## config.mk

```make
export PLATFORM = sky130hd
export DESIGN_NAME = twf_framer
export DESIGN_NICKNAME = d
export VERILOG_FILES = /design/src/rtl/twf_pkg.sv /design/src/rtl/twf_fmt_if.sv /design/src/rtl/twf_frame_enc.sv /design/src/rtl/twf_frame_chk.sv /design/src/rtl/twf_framer.sv
export VERILOG_INCLUDE_DIRS = /design/src /design/src/rtl
export SDC_FILE = /design/constraint.sdc
export NUM_CORES = 1
export LEC_CHECK = 0
export ABC_CLOCK_PERIOD_IN_PS = 3400
export BUFFER_PORTS_ARGS = -buffer_cell sky130_fd_sc_hd__buf_4
export CAP_MARGIN = 15
export CORE_MARGIN = 2
export CORE_UTILIZATION = 55
export CTS_CLUSTER_SIZE = 20
export DETAILED_ROUTE_END_ITERATION = 8
export PLACE_DENSITY = 0.8
export SLEW_MARGIN = 20
export SYNTH_ARGS = -nofsm -noshare
export SYNTH_HDL_FRONTEND = slang
export SYNTH_SLANG_ARGS = --single-unit
```

## constraint.sdc

```tcl
create_clock -name clk -period 3.4 [get_ports clk]
set_input_delay 0.34 -clock clk [delete_from_list [all_inputs] [get_ports clk]]
set_output_delay 0.34 -clock clk [all_outputs]
set_load 0.1 [all_outputs]
```

## src/rtl/twf_consts.svh

```systemverilog
// Constants of the tape word framer: instruction fields, function codes,
// status bit positions and timing figures. Definitions only.
`ifndef TWF_CONSTS_SVH
`define TWF_CONSTS_SVH

`define TWF_CLK_PERIOD_NS 4
`define TWF_STATUS_DELAY_US 222
`define TWF_TAPE_SPEED_DIPS 1125
`define TWF_DENS_LO_FPI 200
`define TWF_DENS_HI_FPI 556

`define TWF_IW_MCLR 16
`define TWF_IW_FN_MSB 15
`define TWF_IW_FN_LSB 11
`define TWF_IW_MOD_MSB 10
`define TWF_IW_MOD_LSB 9
`define TWF_IW_OCTAL 8
`define TWF_IW_ODD 7
`define TWF_IW_HIDENS 6

`define TWF_FN_READ 5'h01
`define TWF_FN_WRITE 5'h02
`define TWF_FN_BSPACE 5'h03
`define TWF_FN_SEARCH 5'h04
`define TWF_FN_REWIND 5'h05
`define TWF_FN_SPF_FWD 5'h06
`define TWF_FN_SPF_BWD 5'h07
`define TWF_FN_WTM 5'h08
`define TWF_FN_ADDR 5'h09

`define TWF_F_TMARK 0
`define TWF_F_DIR 1
`define TWF_F_LRC 2
`define TWF_F_LAT 3
`define TWF_F_FCNT 4
`define TWF_F_ITIM 5
`define TWF_F_OTIM 6
`define TWF_F_IMP 7
`define TWF_ST_LOW_BASE 4
`define TWF_ST_IMP_LOW 14
`define TWF_ST_UPPER_OFS 15

`endif

```

## src/rtl/twf_pkg.sv

```systemverilog
// Types and small decoders shared by the tape word framer modules.
// Assumes twf_consts.svh sits on the include path.
`include "twf_consts.svh"

package twf_pkg;
   typedef enum logic [3:0] {
      ST_IDLE = 4'h0,
      ST_WRITE = 4'h1,
      ST_WR_GAP = 4'h2,
      ST_WR_LRC = 4'h3,
      ST_READ = 4'h4,
      ST_MOTION = 4'h5,
      ST_DELAY = 4'h6,
      ST_STATUS = 4'h7
   } twf_state_t;

   typedef logic [6:0] twf_frame_t;

   function automatic logic [3:0] twf_frames_per_word(input logic [1:0] modulus);
      twf_frames_per_word = 4'h3 + {2'h0, modulus};
   endfunction

   function automatic logic twf_is_reverse(input logic [4:0] fn);
      twf_is_reverse = (fn == `TWF_FN_BSPACE) || (fn == `TWF_FN_SPF_BWD) || (fn == `TWF_FN_REWIND);
   endfunction
endpackage

```

## src/rtl/twf_fmt_if.sv

```systemverilog
// Format selection carried from the framer core to its frame coders.
// Assumes one driver (the core) and any number of coders.
`timescale 1ns/1ps

interface twf_fmt_if;
   logic [1:0] modulus;
   logic octal;
   logic odd;
   modport src (output modulus, output octal, output odd);
   modport coder (input modulus, input octal, input odd);
endinterface

```

## src/rtl/twf_frame_enc.sv

```systemverilog
// Builds one 7-bit tape frame from the leading character bits.
// Assumes chr holds the character left aligned; purely combinational.
`timescale 1ns/1ps

module twf_frame_enc
   import twf_pkg::*;
(
   twf_fmt_if.coder fmt,
   input wire logic [5:0] chr,
   output twf_frame_t frame
);
   logic [5:0] data;

   always_comb
   begin
      data = chr;
      if (fmt.octal)
      begin
         data[2:0] = chr[5:3];
         data[5:3] = (chr[5:3] == 3'h0) ? 3'h7 : chr[5:3];
      end
      frame = {(~^data) ^ ~(fmt.odd | fmt.octal), data};
   end
endmodule

```

## src/rtl/twf_frame_chk.sv

```systemverilog
// Extracts data bits from a read frame and checks its lateral parity.
// Assumes frames arrive from same-clock transport logic; combinational.
`timescale 1ns/1ps

module twf_frame_chk
   import twf_pkg::*;
(
   twf_fmt_if.coder fmt,
   input twf_frame_t frame,
   output logic [5:0] bits,
   output logic par_err
);
   always_comb
   begin
      bits = fmt.octal ? {3'h0, frame[2:0]} : frame[5:0];
      par_err = (^frame) != (fmt.odd | fmt.octal);
   end
endmodule

```

## src/rtl/twf_framer.sv

```systemverilog
// Tape word framer core: function intake, word to frame packing on write,
// frame to word assembly on read, parity and status word reporting.
// Assumes channel, function and transport signals are on clk's domain.
`timescale 1ns/1ps
`include "twf_consts.svh"

// Overview of operation
// - Modulus field 00,01,10,11 gives three, four, five, six frames per word.
// - Instruction bit 08 one selects octal recording, zero selects bioctal.
// - Octal frames copy channels 0-2 into 3-5; all zeros become ones.
// - Octal recording always uses odd lateral parity.
// - Octal recording doubles the frames per word.
// - Bit 07 one gives odd frame parity, zero gives even.
// - Bit 06 one selects high density, zero low density.
// - Read words fill low 6*(3+modulus) bits; upper bits are zero.
// - Write splits each word into 6-bit characters, or 3-bit digits in octal, plus a parity bit.
// - After a function ends, wait 222 us, then interrupt with status.
// - Busy device ignores functions except addressing and master clear.
// - Improper condition flag set for bad transport state or request.
// - A new function clears the improper condition flag.
// - Missing first or late output acknowledge sets output timing error.
// - Search key arriving after record read starts flags output timing.
// - Unaccepted input word sets input timing error and stops transfer.
// - Record not filling whole words sets frame count error.
// - Lateral parity mismatch on read sets lateral parity error.
// - Direction flag reports last motion, one meaning backward.
// - Write appends longitudinal parity frame; reads check it.
// - Sensed tape mark sets the tape mark flag.
module twf_framer
   import twf_pkg::*;
#(
   parameter int STATUS_DELAY_CYC = `TWF_STATUS_DELAY_US * 1000 / `TWF_CLK_PERIOD_NS,
   parameter int FRAME_CYC_LO = int'(64'd10000000000 / (64'(`TWF_TAPE_SPEED_DIPS) *
      64'(`TWF_DENS_LO_FPI) * 64'(`TWF_CLK_PERIOD_NS))),
   parameter int FRAME_CYC_HI = int'(64'd10000000000 / (64'(`TWF_TAPE_SPEED_DIPS) *
      64'(`TWF_DENS_HI_FPI) * 64'(`TWF_CLK_PERIOD_NS)))
)
(
   input wire logic clk,
   input wire logic resetn,
   input wire logic func_valid,
   input wire logic [16:0] func_word,
   input wire logic xport_auto,
   input wire logic xport_selected,
   input wire logic xport_at_eot,
   input wire logic xport_at_load_point,
   input wire logic xport_write_enable,
   input wire logic xport_done,
   output logic [3:0] xport_addr,
   output logic motion_start,
   output logic motion_stop,
   output logic hi_density,
   output twf_frame_t wr_frame,
   output logic wr_frame_valid,
   output logic wr_frame_lrc,
   input wire logic [6:0] rd_frame,
   input wire logic rd_frame_valid,
   input wire logic rd_frame_lrc,
   input wire logic rd_record_end,
   input wire logic rd_tape_mark,
   output logic out_req,
   input wire logic out_ack,
   input wire logic [35:0] out_data,
   output logic in_req,
   input wire logic in_ack,
   output logic [35:0] in_data,
   output logic int_req,
   input wire logic int_ack
);
   generate
      if (STATUS_DELAY_CYC < 1 || FRAME_CYC_LO < 1 || FRAME_CYC_HI < 1)
      begin : g_bad_param
         $error("twf_framer: cycle counts must be at least one");
      end
   endgenerate

   twf_state_t state, next_state;
   logic [4:0] fn, next_fn;
   logic [1:0] modulus, next_modulus;
   logic octal, next_octal, odd, next_odd, next_hi_density;
   logic [3:0] next_xport_addr;
   logic [7:0] flags, next_flags;
   logic [35:0] sr, next_sr, wbuf, next_wbuf, next_in_data;
   logic [3:0] cnt, next_cnt;
   twf_frame_t lrc, next_lrc, next_wr_frame;
   logic have_word, next_have_word, first, next_first, inhibit, next_inhibit;
   logic key_wait, next_key_wait, xfer, next_xfer;
   logic [31:0] ftmr, next_ftmr, dtmr, next_dtmr;
   logic next_out_req, next_in_req, next_int_req;
   logic next_wr_frame_valid, next_wr_frame_lrc, next_motion_start, next_motion_stop;

   twf_fmt_if fmt_bus ();
   logic [3:0] nframes, nbioc;
   logic [35:0] aligned, cur, asm_word, word_mask;
   twf_frame_t enc_frame;
   logic [5:0] rd_bits;
   logic rd_par_err, tick, mclr, addr_fn;
   logic [31:0] period;

   assign fmt_bus.modulus = modulus;
   assign fmt_bus.octal = octal;
   assign fmt_bus.odd = odd;

   twf_frame_enc u_enc (
      .fmt(fmt_bus.coder),
      .chr(cur[35:30]),
      .frame(enc_frame)
   );

   twf_frame_chk u_chk (
      .fmt(fmt_bus.coder),
      .frame(rd_frame),
      .bits(rd_bits),
      .par_err(rd_par_err)
   );

   function automatic logic [35:0] status_word(input logic [7:0] f);
      logic [35:0] w;
      w = '0;
      for (int i = 0; i < 8; i++)
      begin
         if (i == `TWF_F_IMP)
         begin
            w[`TWF_ST_IMP_LOW] = f[i];
            w[`TWF_ST_IMP_LOW + `TWF_ST_UPPER_OFS] = f[i];
         end
         else
         begin
            w[`TWF_ST_LOW_BASE + i] = f[i];
            w[`TWF_ST_LOW_BASE + i + `TWF_ST_UPPER_OFS] = f[i];
         end
      end
      status_word = w;
   endfunction

   always_comb
   begin
      nbioc = twf_frames_per_word(modulus);
      nframes = octal ? {nbioc[2:0], 1'b0} : nbioc;
      aligned = wbuf << (6'd36 - 6'(6 * nbioc));
      cur = (cnt == 4'h0) ? aligned : sr;
      asm_word = octal ? {sr[32:0], rd_bits[2:0]} : {sr[29:0], rd_bits};
      word_mask = 36'hfffffffff >> (6'd36 - 6'(6 * nbioc));
      period = hi_density ? 32'(FRAME_CYC_HI) : 32'(FRAME_CYC_LO);
      tick = (ftmr == 32'h0);
      mclr = func_valid && func_word[`TWF_IW_MCLR];
      addr_fn = func_valid && !mclr && (func_word[`TWF_IW_FN_MSB:`TWF_IW_FN_LSB] == `TWF_FN_ADDR);
   end

   always_comb
   begin
      next_state = state;
      next_fn = fn;
      next_modulus = modulus;
      next_octal = octal;
      next_odd = odd;
      next_hi_density = hi_density;
      next_xport_addr = xport_addr;
      next_flags = flags;
      next_sr = sr;
      next_wbuf = wbuf;
      next_in_data = in_data;
      next_cnt = cnt;
      next_lrc = lrc;
      next_have_word = have_word;
      next_first = first;
      next_inhibit = inhibit;
      next_key_wait = key_wait;
      next_xfer = xfer;
      next_ftmr = tick ? period - 32'h1 : ftmr - 32'h1;
      next_dtmr = 32'h0;
      next_out_req = out_req;
      next_in_req = in_req;
      next_int_req = int_req;
      next_wr_frame = wr_frame;
      next_wr_frame_valid = 1'b0;
      next_wr_frame_lrc = 1'b0;
      next_motion_start = 1'b0;
      next_motion_stop = 1'b0;
      if (addr_fn)
         next_xport_addr = func_word[3:0];
      if (out_req && out_ack)
      begin
         next_wbuf = out_data;
         next_have_word = 1'b1;
         next_out_req = 1'b0;
         next_first = 1'b0;
         next_key_wait = 1'b0;
      end
      if (rd_tape_mark && (state == ST_READ || state == ST_MOTION || state == ST_WRITE))
         next_flags[`TWF_F_TMARK] = 1'b1;
      case (state)
         ST_IDLE:
         begin
            if (func_valid && !mclr && !addr_fn)
            begin
               next_fn = func_word[`TWF_IW_FN_MSB:`TWF_IW_FN_LSB];
               next_modulus = func_word[`TWF_IW_MOD_MSB:`TWF_IW_MOD_LSB];
               next_octal = func_word[`TWF_IW_OCTAL];
               next_odd = func_word[`TWF_IW_ODD];
               next_hi_density = func_word[`TWF_IW_HIDENS];
               next_flags = '0;
               next_flags[`TWF_F_DIR] = twf_is_reverse(next_fn);
               next_cnt = 4'h0;
               next_lrc = '0;
               next_have_word = 1'b0;
               next_inhibit = 1'b0;
               next_ftmr = (func_word[`TWF_IW_HIDENS] ? 32'(FRAME_CYC_HI) : 32'(FRAME_CYC_LO)) - 32'h1;
               if (!xport_auto || !xport_selected || (!next_flags[`TWF_F_DIR] && xport_at_eot) ||
                   (next_flags[`TWF_F_DIR] && next_fn != `TWF_FN_REWIND && xport_at_load_point) ||
                   ((next_fn == `TWF_FN_WRITE || next_fn == `TWF_FN_WTM) && !xport_write_enable))
               begin
                  next_flags[`TWF_F_IMP] = 1'b1;
                  next_state = ST_DELAY;
               end
               else
               begin
                  next_motion_start = 1'b1;
                  if (next_fn == `TWF_FN_WRITE)
                  begin
                     next_state = ST_WRITE;
                     next_out_req = 1'b1;
                     next_first = 1'b1;
                  end
                  else if (next_fn == `TWF_FN_READ || next_fn == `TWF_FN_SEARCH || next_fn == `TWF_FN_BSPACE)
                  begin
                     next_state = ST_READ;
                     next_xfer = (next_fn != `TWF_FN_BSPACE);
                     next_key_wait = (next_fn == `TWF_FN_SEARCH);
                     next_out_req = (next_fn == `TWF_FN_SEARCH);
                  end
                  else
                     next_state = ST_MOTION;
               end
            end
         end
         ST_WRITE:
         begin
            if (tick)
            begin
               if (cnt != 4'h0 || have_word)
               begin
                  next_wr_frame = enc_frame;
                  next_wr_frame_valid = 1'b1;
                  next_lrc = lrc ^ enc_frame;
                  next_sr = octal ? (cur << 3) : (cur << 6);
                  next_cnt = ((cnt == 4'h0) ? nframes : cnt) - 4'h1;
                  if (cnt == 4'h0)
                  begin
                     next_have_word = 1'b0;
                     next_out_req = 1'b1;
                  end
               end
               else if (first)
               begin
                  next_flags[`TWF_F_OTIM] = 1'b1;
                  next_out_req = 1'b0;
                  next_state = ST_DELAY;
               end
               else
                  next_state = ST_WR_GAP;
            end
         end
         ST_WR_GAP:
         begin
            if (have_word)
            begin
               next_flags[`TWF_F_OTIM] = 1'b1;
               next_state = ST_WRITE;
            end
            else if (tick)
            begin
               next_out_req = 1'b0;
               next_state = ST_WR_LRC;
            end
         end
         ST_WR_LRC:
         begin
            if (tick)
            begin
               next_wr_frame = lrc;
               next_wr_frame_valid = !mclr;
               next_wr_frame_lrc = !mclr;
               next_state = ST_DELAY;
            end
         end
         ST_READ:
         begin
            if (in_req && in_ack)
               next_in_req = 1'b0;
            if (rd_frame_valid && rd_frame_lrc)
            begin
               if ((lrc ^ rd_frame) != 7'h0)
                  next_flags[`TWF_F_LRC] = 1'b1;
            end
            else if (rd_frame_valid)
            begin
               next_lrc = lrc ^ rd_frame;
               if (key_wait && !(out_req && out_ack))
               begin
                  next_flags[`TWF_F_OTIM] = 1'b1;
                  next_key_wait = 1'b0;
                  next_out_req = 1'b0;
               end
               if (rd_par_err)
               begin
                  next_flags[`TWF_F_LAT] = 1'b1;
                  next_inhibit = 1'b1;
               end
               next_sr = asm_word;
               if (cnt + 4'h1 == nframes)
               begin
                  next_cnt = 4'h0;
                  if (xfer && !next_inhibit)
                  begin
                     if (in_req && !in_ack)
                     begin
                        next_flags[`TWF_F_ITIM] = 1'b1;
                        next_inhibit = 1'b1;
                        next_in_req = 1'b0;
                     end
                     else
                     begin
                        next_in_data = asm_word & word_mask;
                        next_in_req = 1'b1;
                     end
                  end
               end
               else
                  next_cnt = cnt + 4'h1;
            end
            if (rd_record_end)
            begin
               if (next_cnt != 4'h0)
                  next_flags[`TWF_F_FCNT] = 1'b1;
               next_in_req = 1'b0;
               next_out_req = 1'b0;
               next_state = ST_DELAY;
            end
         end
         ST_MOTION:
         begin
            if (xport_done)
               next_state = ST_DELAY;
         end
         ST_DELAY:
         begin
            next_dtmr = dtmr + 32'h1;
            if (dtmr == 32'(STATUS_DELAY_CYC - 1))
            begin
               next_in_data = status_word(flags);
               next_int_req = 1'b1;
               next_state = ST_STATUS;
            end
         end
         ST_STATUS:
         begin
            if (int_ack)
            begin
               next_int_req = 1'b0;
               next_state = ST_IDLE;
            end
         end
         default:
            next_state = ST_IDLE;
      endcase
      if (mclr)
      begin
         next_state = ST_IDLE;
         next_flags = '0;
         next_out_req = 1'b0;
         next_in_req = 1'b0;
         next_int_req = 1'b0;
         next_motion_stop = 1'b1;
      end
   end

   always_ff @(posedge clk or negedge resetn)
   begin
      if (!resetn)
      begin
         state <= ST_IDLE;
         fn <= 5'h00;
         modulus <= 2'h0;
         octal <= 1'b0;
         odd <= 1'b0;
         hi_density <= 1'b0;
         xport_addr <= 4'h0;
         flags <= 8'h00;
         sr <= 36'h0;
         wbuf <= 36'h0;
         in_data <= 36'h0;
         cnt <= 4'h0;
         lrc <= 7'h00;
         have_word <= 1'b0;
         first <= 1'b0;
         inhibit <= 1'b0;
         key_wait <= 1'b0;
         xfer <= 1'b0;
         ftmr <= 32'h0;
         dtmr <= 32'h0;
         out_req <= 1'b0;
         in_req <= 1'b0;
         int_req <= 1'b0;
         wr_frame <= 7'h00;
         wr_frame_valid <= 1'b0;
         wr_frame_lrc <= 1'b0;
         motion_start <= 1'b0;
         motion_stop <= 1'b0;
      end
      else
      begin
         state <= next_state;
         fn <= next_fn;
         modulus <= next_modulus;
         octal <= next_octal;
         odd <= next_odd;
         hi_density <= next_hi_density;
         xport_addr <= next_xport_addr;
         flags <= next_flags;
         sr <= next_sr;
         wbuf <= next_wbuf;
         in_data <= next_in_data;
         cnt <= next_cnt;
         lrc <= next_lrc;
         have_word <= next_have_word;
         first <= next_first;
         inhibit <= next_inhibit;
         key_wait <= next_key_wait;
         xfer <= next_xfer;
         ftmr <= next_ftmr;
         dtmr <= next_dtmr;
         out_req <= next_out_req;
         in_req <= next_in_req;
         int_req <= next_int_req;
         wr_frame <= next_wr_frame;
         wr_frame_valid <= next_wr_frame_valid;
         wr_frame_lrc <= next_wr_frame_lrc;
         motion_start <= next_motion_start;
         motion_stop <= next_motion_stop;
      end
   end
endmodule

```

### Word-level counts from Yosys, hierarchy flattened

Index checks and enable logic that the tools add are counted.

* ROM bits: 0
* register bits after elaboration: 223
* memories kept: 0
* bits of input ports: 76
* memory bits (writable): 0
* latch bits: 0

* multiplexer cells: 155
* bitwise logic cells: 8
* order comparisons: 0
* add/sub/neg operators: 8
* div/mod/pow operators: 0
* multipliers: 1
* shift-type cells: 2
* reductions and logical operators: 72
* equality and inequality tests: 51

Operators by type and width (number)
* $mux 36: 13
* $pmux 36 s2: 2
* $mux 32: 4
* $mux 1: 83
* $mux 4: 20
* $mux 7: 8
* $ne 3x3->1 const B: 13
* $and 36x36->36: 1
* $shl 36x6->36: 1
* $shr 36x6->36 const A: 1
* $add 32x1->32 const B: 1
* $eq 32x16->1 const B: 1
* $logic_not 32->1: 1
* $pmux 4 s8: 1
* $sub 32x1->32 const B: 1
* $sub 14x1->15 const B: 2
* $mux 14: 2
* $ne 3x2->1 const B: 7
* $pmux 7 s3: 1
* $reduce_and 4->1: 5
* $reduce_and 9->1: 2
* $eq 4x3->1 const B: 4
* $mux 8: 2
* $eq 5x3->1 const B: 3
* other kinds (46): 118

### Logic depth before layout (Yosys ltp)

Gate-level depths: netlist of the first run.

* depth after elaboration: 15
* depth in mapped cells: 18
* depth with buffers taken out: 12

### By module

Synthesis of the first run repeated with hierarchy kept, for this count alone.

* cells, all modules: 1486
* area, all modules: 14103.5 sq um

Modules (own cells, without submodules)
* twf_framer: area each 13830.8 sq um, cells an instance 1453, instances 1, sequential area each 5555.3 sq um
* twf_frame_enc: area each 151.4 sq um, cells an instance 20, instances 1, sequential area each 0.0 sq um
* twf_frame_chk: area each 121.4 sq um, cells an instance 13, instances 1, sequential area each 0.0 sq um

### Worst setup path before layout of the first run

No wires, ideal clock.

* path type: register to register
* start point: register modulus[0] (netlist: fmt_bus.modulus[0])
* end point: register lrc[6]
* cell stages (with the launch flop): 15
* path slack: -0.343 ns
* library setup time: 0.124 ns
* path buffers: 3
* period minus slack after synthesis: 3.743 ns
* required time: 3.276 ns
* data arrival time: 3.619 ns
* path through: dfrtp_1 > buf_4 > inv_2 > buf_1 > ha_1 > buf_6 > mux4_2 > nand2_1 > a311o_1 > a31oi_4 > a22o_1 > xnor3_1 > xor2_2 > nor2_1 > a211o_1

* cells in the longest elaborated chain, start to end: 14

RTL lines
* from (decl): RTL line twf_framer.sv:79 `logic [1:0] modulus, next_modulus;`
* from (signal assigned): RTL line twf_framer.sv:415 `modulus <= next_modulus;`
* $add 2x2->3 (*): RTL line twf_pkg.sv:20 `twf_frames_per_word = 4'h3 + {2'h0, modulus};`
* $mul 2x3->5 (*): RTL line twf_framer.sv:140 `aligned = wbuf << (6'd36 - 6'(6 * nbioc));`
* $sub 6x6->6 (*): RTL line twf_framer.sv:140
* $shl 36x6->36 (*): RTL line twf_framer.sv:140
* $mux 36 (*): RTL line twf_framer.sv:141 `cur = (cnt == 4'h0) ? aligned : sr;`
* $logic_not 3->1: RTL line twf_frame_enc.sv:20 `data[5:3] = (chr[5:3] == 3'h0) ? 3'h7 : chr[5:3];`
* $mux 3: RTL line twf_frame_enc.sv:20
* $mux 6 (*): RTL line twf_frame_enc.sv:17 `if (fmt.octal)`
* $reduce_xnor 6->1 (*): RTL line twf_frame_enc.sv:22 `frame = {(~^data) ^ ~(fmt.odd | fmt.octal), data};`
* $xor 1x1->1 (*): RTL line twf_frame_enc.sv:22
* $xor 7x7->7 (*): RTL line twf_framer.sv:245 `next_lrc = lrc ^ enc_frame;`
* $mux 7 (*): RTL line twf_framer.sv:241 `if (cnt != 4'h0 || have_word)`
* $mux 7 (*): RTL line twf_framer.sv:239 `if (tick)`
* $pmux 7 s3 (*): RTL line twf_framer.sv:192 `case (state)`
* to (signal assigned): RTL line twf_framer.sv:425 `lrc <= next_lrc;`
* to (decl): RTL line twf_framer.sv:85 `twf_frame_t lrc, next_lrc, next_wr_frame;`

Mark *: on every way between the ends. The rest lies on a longest branch, timed or not. The select of a mux whose other input is x is not followed.
A chain may end at the register's enable or synchronous reset.

### Worst setup path in the final report of the first run

Same ends and word-level chain as after synthesis.

==> results.txt, run 1 <==
The largest incremental delay on the critical path came out at 0.55 ns. The final sum of negative setup slack came out at 0 ns. The final worst hold slack is 0.0230 ns. Once placement completed, the tool counted placed cells totaling about 1,900. The fraction of registers with async set or reset after synthesis is 1.00.

The cell sitting at the root of the clock tree is a clkbuf_16. STA classifies the critical path startpoint as a flop. The maximum clock frequency came out at ~300 MHz. For this block, the initial DRC count from the detailed router was 1,240. The floorplan step set the die width to 162 µm. The area growth from synthesis to layout is 19.3%. The DRC violation count after routing came out at 0. The overall overflow remaining after global route came out at 0. The effective utilization at floorplan is 0.564. The leakage power of the design is 0.00734 µW. Routability-driven placement finished with a final weighted congestion of 0.970. The critical path goes through inv_4 > ha_4 > buf_12 > mux4_2 > mux2i_4 > o211ai_1 > o211a_1 > or2_2 > o211a_1 > xor2_2 > nor2_1 > a211o_1. The number of clock buffers inserted by TritonCTS is 25.

TritonCTS built the clock tree. The first-pass iteration count of the detailed router came out at 6. VDD sags by at most between 0.7 and 0.8 mV. The first global-routing pass estimated just over 60,000 µm of wire. The compound-cell area share of the yosys netlist was 0.157. The worst setup path is captured at a flop. Of the post-synthesis cell area, the part taken by muxes is 0.153. Grouping stages by cell kind, the critical path spends the most delay in compound AO/OA/AOI/OAI gates.

The overall die area came out at between 20,000 and 30,000 µm². The critical path in this run is classified as reg -> reg. No sink is reached through more buffers than the 3 on the longest clock path. The number of max-cap violations came out at 0.

The largest net degree at the start of global routing came out at 104. Counting flops and latches in the post-synthesis netlist gives 222. The routed layout has approximately 12,000 vias. The average footprint of a synthesized cell came out at ~9.3 µm². In this run the number of H-tree levels came out at 1. The net total in the final layout is 1,717. The power density normalized to cell area is a little over 800 nW/µm². The count of cells in the finished layout, fillers not included, comes to 1,971. The post-synthesis cell type count is 85.

The number of global-route vias before repair is between 10,000 and 15,000. In this run, synthesis inferred 0 flip-flops with an integrated enable. The fraction of final layout cells sized beyond drive strength 1 is 0.247. The clock-pin transition on the worst setup and hold timing paths came out at 0.06 ns. The post-detailed-routing wire length came out at 38,700 µm. For the pin with the worst max-slew slack, the measured transition is 0.836 ns. The number of core rows is 57.

The largest driver fanout on the critical path is 8. The xor-xnor portion of the synthesized cell area is 0.0507. The synthesized area came out at about 14,000 µm². The area inside the core boundary came out at 24,500 µm².

The hold violation total from the final report came out at 0. The setup skew after layout came out at 0.0150 ns. The slowest stage of the critical path is the mux4_2 cell. Input and output buffers added on the ports amount to 128. The smallest clock period supported by the final layout is computed as 3.32 ns. The routed via count divided by cell count is 6.18. The insertion delay of the later-clocked pin in the worst-skew pair came out at about 0.55 ns. In this run the count of I/O pins placed on the die edge is 131. The adder and majority cell fraction of the synthesized area came out at 0.0109.

By area, the combinational part of the netlist is dominated by simple AND/OR/NAND/NOR gates. The clock net in this run drives a total of 222 sinks. The total track usage came out at 0.290.

The fraction of the mapped netlist area in simple logic gates came out at 0.188. The initial antenna violation count is 0. The number of nets in the synthesized netlist is 1,571.

The count of synthesis-stage warnings from yosys is 0. The utilization after layout is 0.674. Dividing the final minimum period by the clock period gives 0.978. Synthesis produced a netlist whose cell count is 1,483. The arrival time at the worst endpoint is 3.76 ns. The run finished with clean final reports. The y dimension of the die is about 160 µm. The number of fill cells in the layout came out at 1,942.

The data required time at the worst endpoint is approximately 3.8 ns. The detail-routed net length per standard cell is 19.6 µm. For this run, the leading register cell type out of synthesis is dfrtp_1. The final total power is 13,700 µW. The sequential fraction of the synthesis area came out at 0.402. The path type of the worst min-delay path is in -> reg. In this design, the critical path's most frequently occurring cell is o211a_1. The number of endpoints failing setup at the final stage is 0.

Summed over all nets, the half-perimeter wirelength after detailed placement is 27,400 µm. Once detail routing completed, the nets flagged for antenna violations numbered 0. The number of antenna diodes in the final layout is 0. The number of buffer and inverter instances along the worst setup path came out at 2. The number of max-slew violations in the final report is 0. The relative slew slack came out at 0.443.
## Yosys cell counts, drive strengths merged (13+ instances only)
cell,number,area share
a21oi,104,0.039
a221oi,13,0.0087
a22o,15,0.0095
a31oi,14,0.0074
buf,34,0.016
clkbuf,59,0.016
dfrtp,222,0.40
inv,23,0.0063
mux2,85,0.069
mux2i,59,0.043
mux4,25,0.041
nand2,174,0.048
nand2b,17,0.0077
nand3,29,0.012
nand4,16,0.0072
nor2,206,0.056
nor3,21,0.0084
nor4,13,0.0070
o21ai,79,0.029
o22ai,17,0.0077
o31ai,19,0.011
xnor2,32,0.020
xor2,42,0.027
## what timing repair did
| item | CTS | global route |
|---|---|---|
| cloned | 0 | 1 |
| hold buffers | 3 | 0 |
| hold endpoints to repair | 102 | 0 |
| setup buffers | 0 | 16 |
| endpoints found under the setup margin | 1 | 38 |
| gates resized for setup | 1 | 25 |
| pin swaps | 0 | 12 |
## final timing paths
kind | from | to | slack [ns] | cells after the start
min reg2reg | in_data[13] | in_data[13] | 0.47 | 2
min | out_data[13] | wbuf[13] | 0.02 | 2
max | fmt_bus.modulus[0] | lrc[6] | 0.08 | 12
min in group asynchronous | resetn | sr[31] | 0.44 | 2
max reg2reg | fmt_bus.modulus[0] | lrc[6] | 0.08 | 12
max in group asynchronous | resetn | ftmr[28] | 2.02 | 3
## metrics by stage
stage	setup WS (ns)	instance area (µm²)
after detailed placement	0.00292	15400
after global placement	0.0720	15400
final	0.0759	16500
after floorplan	0.0188	13900
after global routing	-0.0583	16500
after CTS	0.0118	16200
## cell usage in the layout (no fill, tap or decap), drive strengths merged, types with 14 or more instances in the layout
cell type,n
dfrtp,222
buf,208
nor2,206
nand2,174
a21oi,104
mux2,85
o21ai,79
mux2i,59
xor2,42
clkbuf,37
xnor2,32
nand3,29
mux4,25
inv,24
nor3,21
o31ai,19
o22ai,17
nand2b,17
nand4,16
a22o,15
a31oi,14
## where the power goes
group | switching [µW] | internal, µW | leakage (µW)
Combinational | 4130 | 3230 | 0.00403
Clock | 1120 | 1530 | 0.000393
Sequential | 581 | 3070 | 0.00292
## registers in the layout, indices dropped and copies added, names as in the netlist, 2 cells and up
name,cells
flags,8
dtmr,32
ftmr,32
fmt_bus.modulus,2
in_data,36
xport_addr,4
sr,36
wr_frame,7
lrc,7
wbuf,36
cnt,4
state,3
## per-layer routing
metal / part of all wire / up-vias / global-route usage
met4: 0.031 / 0 / 0.0877
met5: 0 / - / 0
met3: 0.082 / 82 / 0.0435
li1: - / 5646 / -
met1: 0.43 / 5906 / 0.423
met2: 0.46 / 537 / 0.452
## logic make-up (layout without fill, tap and decap cells)
| kind of cell | Yosys count | in the layout |
|---|---|---|
| flip-flops | 222 | 222 |
| multiplexers | 169 | 169 |
| AND/OR/NAND/NOR | 550 | 550 |
| XOR/XNOR | 76 | 76 |
| AO/OA/AOI/OAI | 338 | 338 |
| buffers and inverters | 116 | 280 |
| adder cells (fa/ha/maj) | 12 | 12 |
## layout make-up
class | count | area [µm²] | area share
inverters | 23 | 88.8 | 0.00539
clock inverters | 9 | 98.8 | 0.00600
well taps | 324 | 405 | 0.0246
multi-input cells | 1145 | 7860 | 0.477
flip-flops and latches | 222 | 5560 | 0.337
clock buffers | 36 | 707 | 0.0429
repair buffers | 212 | 1760 | 0.107
Note: power is estimated with default switching activity, not from simulation.
==> run 2: changes to the inputs <==
- CORE_UTILIZATION: 55 -> 50
- HOLD_SLACK_MARGIN: unset -> 0.15
- PLACE_DENSITY: 0.8 -> 0.74
==> run 2 against run 1 <==
Against the previous run:
- design area is 4.3% higher
- flip-flop and latch count unchanged
- global-route usage is 2.3 points lower
- die area increased by 9.7%
- cell count increased by 3.6%
- non-clock buffer count rose by 50
- total power grew 2.8%
- sequential share of layout area fell by 1.4 points
- clock skew down 0.0076 ns
- maximum frequency about the same
- largest cell class unchanged
==> results.txt, run 2 (synthesized netlist as in run 1, its figures left out) <==
The run finished with clean final reports. The path type of the worst min-delay path is in -> reg. The maximum buffer depth of the clock tree came out at 3. The setup skew after layout is approximately 0.0074 ns. The number of endpoints failing setup at the final stage came out at 0. The number of max-cap violations is 0. The maximum clock frequency is 301 MHz. Setup repair after global routing left no endpoint under its margin. In this run the standard cell core region covers 27,000 µm². In this run the clock root is driven by a clkbuf_16. The final standard cell area without fillers is 17,200 µm². In the layout the commonest cells are dfrtp_1, nor2_1, buf_4. For the worst setup path, the data arrival time is 3.74 ns. The number of port buffers is ~130. The most frequent standard cell in the layout excluding fill and tap cells is dfrtp_1. The DRC violation count after routing came out at 0. The total track usage came out at 0.268. The y dimension of the die is 170 µm. The share of the cycle needed by the critical path after routing is 0.977. By startpoint and endpoint, the worst setup path is classified as reg -> reg. The number of top-level pins is 131. Along the worst path, the maximum fanout reaches 6. After detailed routing, the average wire length per cell comes to 19.3 µm. The hold violation total from the final report came out at 0.

The number of fill cells in the layout came out at around 2,200. The clock-pin transition on the worst setup and hold timing paths came out at roughly 0.06 ns. The initial detailed-routing violation count is roughly 1,300. The die extent in x came out at 170 µm. The worst setup path is captured at a flop. After global routing the overflow that remains totals 0.

The fraction of final layout cells sized beyond drive strength 1 is 0.242. The overall die area is around 29,000 µm². The data required time at the worst endpoint is 3.82 ns. The number of clock sinks seen by CTS is about 220. The final critical delay including setup and external delays is 3.32 ns. Detailed routing inserted a total of 12,300 vias. Relative to the synthesized area, the layout overhead comes to 24.5%. The net total in the final layout came out at 1,768. The number of global-route vias before repair came out at 11,700. The global-route wire length before repair is roughly 62,000 µm. The post-detailed-routing wire length came out at around 39,000 µm. The largest net degree at the start of global routing is 89. The relative slew slack came out at 0.418. The register-to-register setup slack is just under 0.08 ns.

The largest registers in the layout are in_data: 36 flops, sr: 36 flops, wbuf: 36 flops. The routed via count divided by cell count came out at 6.03. The leakage power of the design is around 0.0076 µW.

The effective utilization at floorplan is 0.511. For this design the ratio of total power to cell area is 818 nW/µm². The depth of the CTS H-tree is 1. The first TritonRoute pass finished after 5 iterations. The placed wire-length estimate came out at 27,200 µm. The number of max-slew violations in the final report was 0. The insertion delay of the later-clocked pin in the worst-skew pair came out at 0.54 ns. The pin slew with the least headroom to its limit is 0.873 ns. The utilization after layout is 0.636. The number of core rows came out at 60.

The final weighted congestion in routability-driven placement came out at approximately 0.97. The initial antenna violation count is 0. TritonCTS built the clock tree. The post-route antenna net violation count came out at 0.

Counting the buffers created by CTS gives 26. The maximum resistive drop on vdd is 0.452 mV. The number of antenna diodes came out at 0. STA classifies the critical path startpoint as a flop. The total cell area at the placement stage came out at 15,400 µm².
==> run 2: cell types whose count changed in the layout (fill, tap and decap cells not counted), sizes merged <==
cell         before  now
buf             208  203
clkinvlp          1    2
clkinv            6    3
inv              24   23
bufinv            1    7
dlygate4sd3       3   58
==> run 2: worst max-delay path: stages, from the launching register on <==
cell     delay [ns]
dfrtp_2        0.43
inv_4          0.05
ha_4           0.33
buf_6          0.14
mux4_2         0.53
mux2_4         0.32
nand3_2        0.11
a31oi_4        0.10
a22o_4         0.26
xnor3_1        0.37
xor2_2         0.25
nor2_1         0.06
a211o_1        0.23
==> run 2: worst paths after layout <==
check,cells past startpoint,end,startpoint
max reg2reg,12,lrc[6],fmt_bus.modulus[0]
min,4,int_req,int_ack
max,12,lrc[6],fmt_bus.modulus[0]
max in group asynchronous,3,dtmr[20],resetn
min reg2reg,2,in_data[16],in_data[16]
min in group asynchronous,2,in_data[13],resetn
==> run 2: cell type report <==
class | count | area, µm² | area share
Clock buffer | 36 | 779 | 0.0454
Multi-Input combinational cell | 1145 | 7870 | 0.458
Clock inverter | 12 | 244 | 0.0142
Inverter | 23 | 88.8 | 0.00517
Tap cell | 341 | 427 | 0.0248
Timing Repair Buffer | 262 | 2220 | 0.129
Sequential cell | 222 | 5560 | 0.324
==> run 2: repair_timing <==
action	CTS	global route
buffers inserted	6	6
gates cloned	0	1
endpoints found under the hold margin	150	0
pin swaps	4	14
gates resized for setup	3	24
setup endpoints to repair	18	18
hold buffers	58	0
==> run 2: power by group <==
part	total [µW]	switching (µW)	internal, µW
clock network	3260	1140	2130
logic	7190	4090	3100
registers	3600	526	3070
total	14100	5760	8300
==> run 2: routing by layer <==
layer	track usage	vias up	routed length [µm]
met3	0.0381	82	2760
met2	0.422	482	18300
met5	0	-	0
li1	-	5737	-
met1	0.381	6011	17100
met4	0.0888	0	1190
==> run 2: metrics by stage <==
stage,hold WS (ns),setup WS (ns),total power [µW],setup TNS [ns],cells
final,0.182,0.0776,14100,0,2041
after global routing,0.230,0.00614,14800,0,2041
after CTS,0.168,0.000512,13700,0,2034
after detailed placement,0.407,-0.132,10200,-1.11,1922
after global placement,0.409,0.0298,10100,0,1922
after floorplan,0.0444,0.0188,8450,0,1483
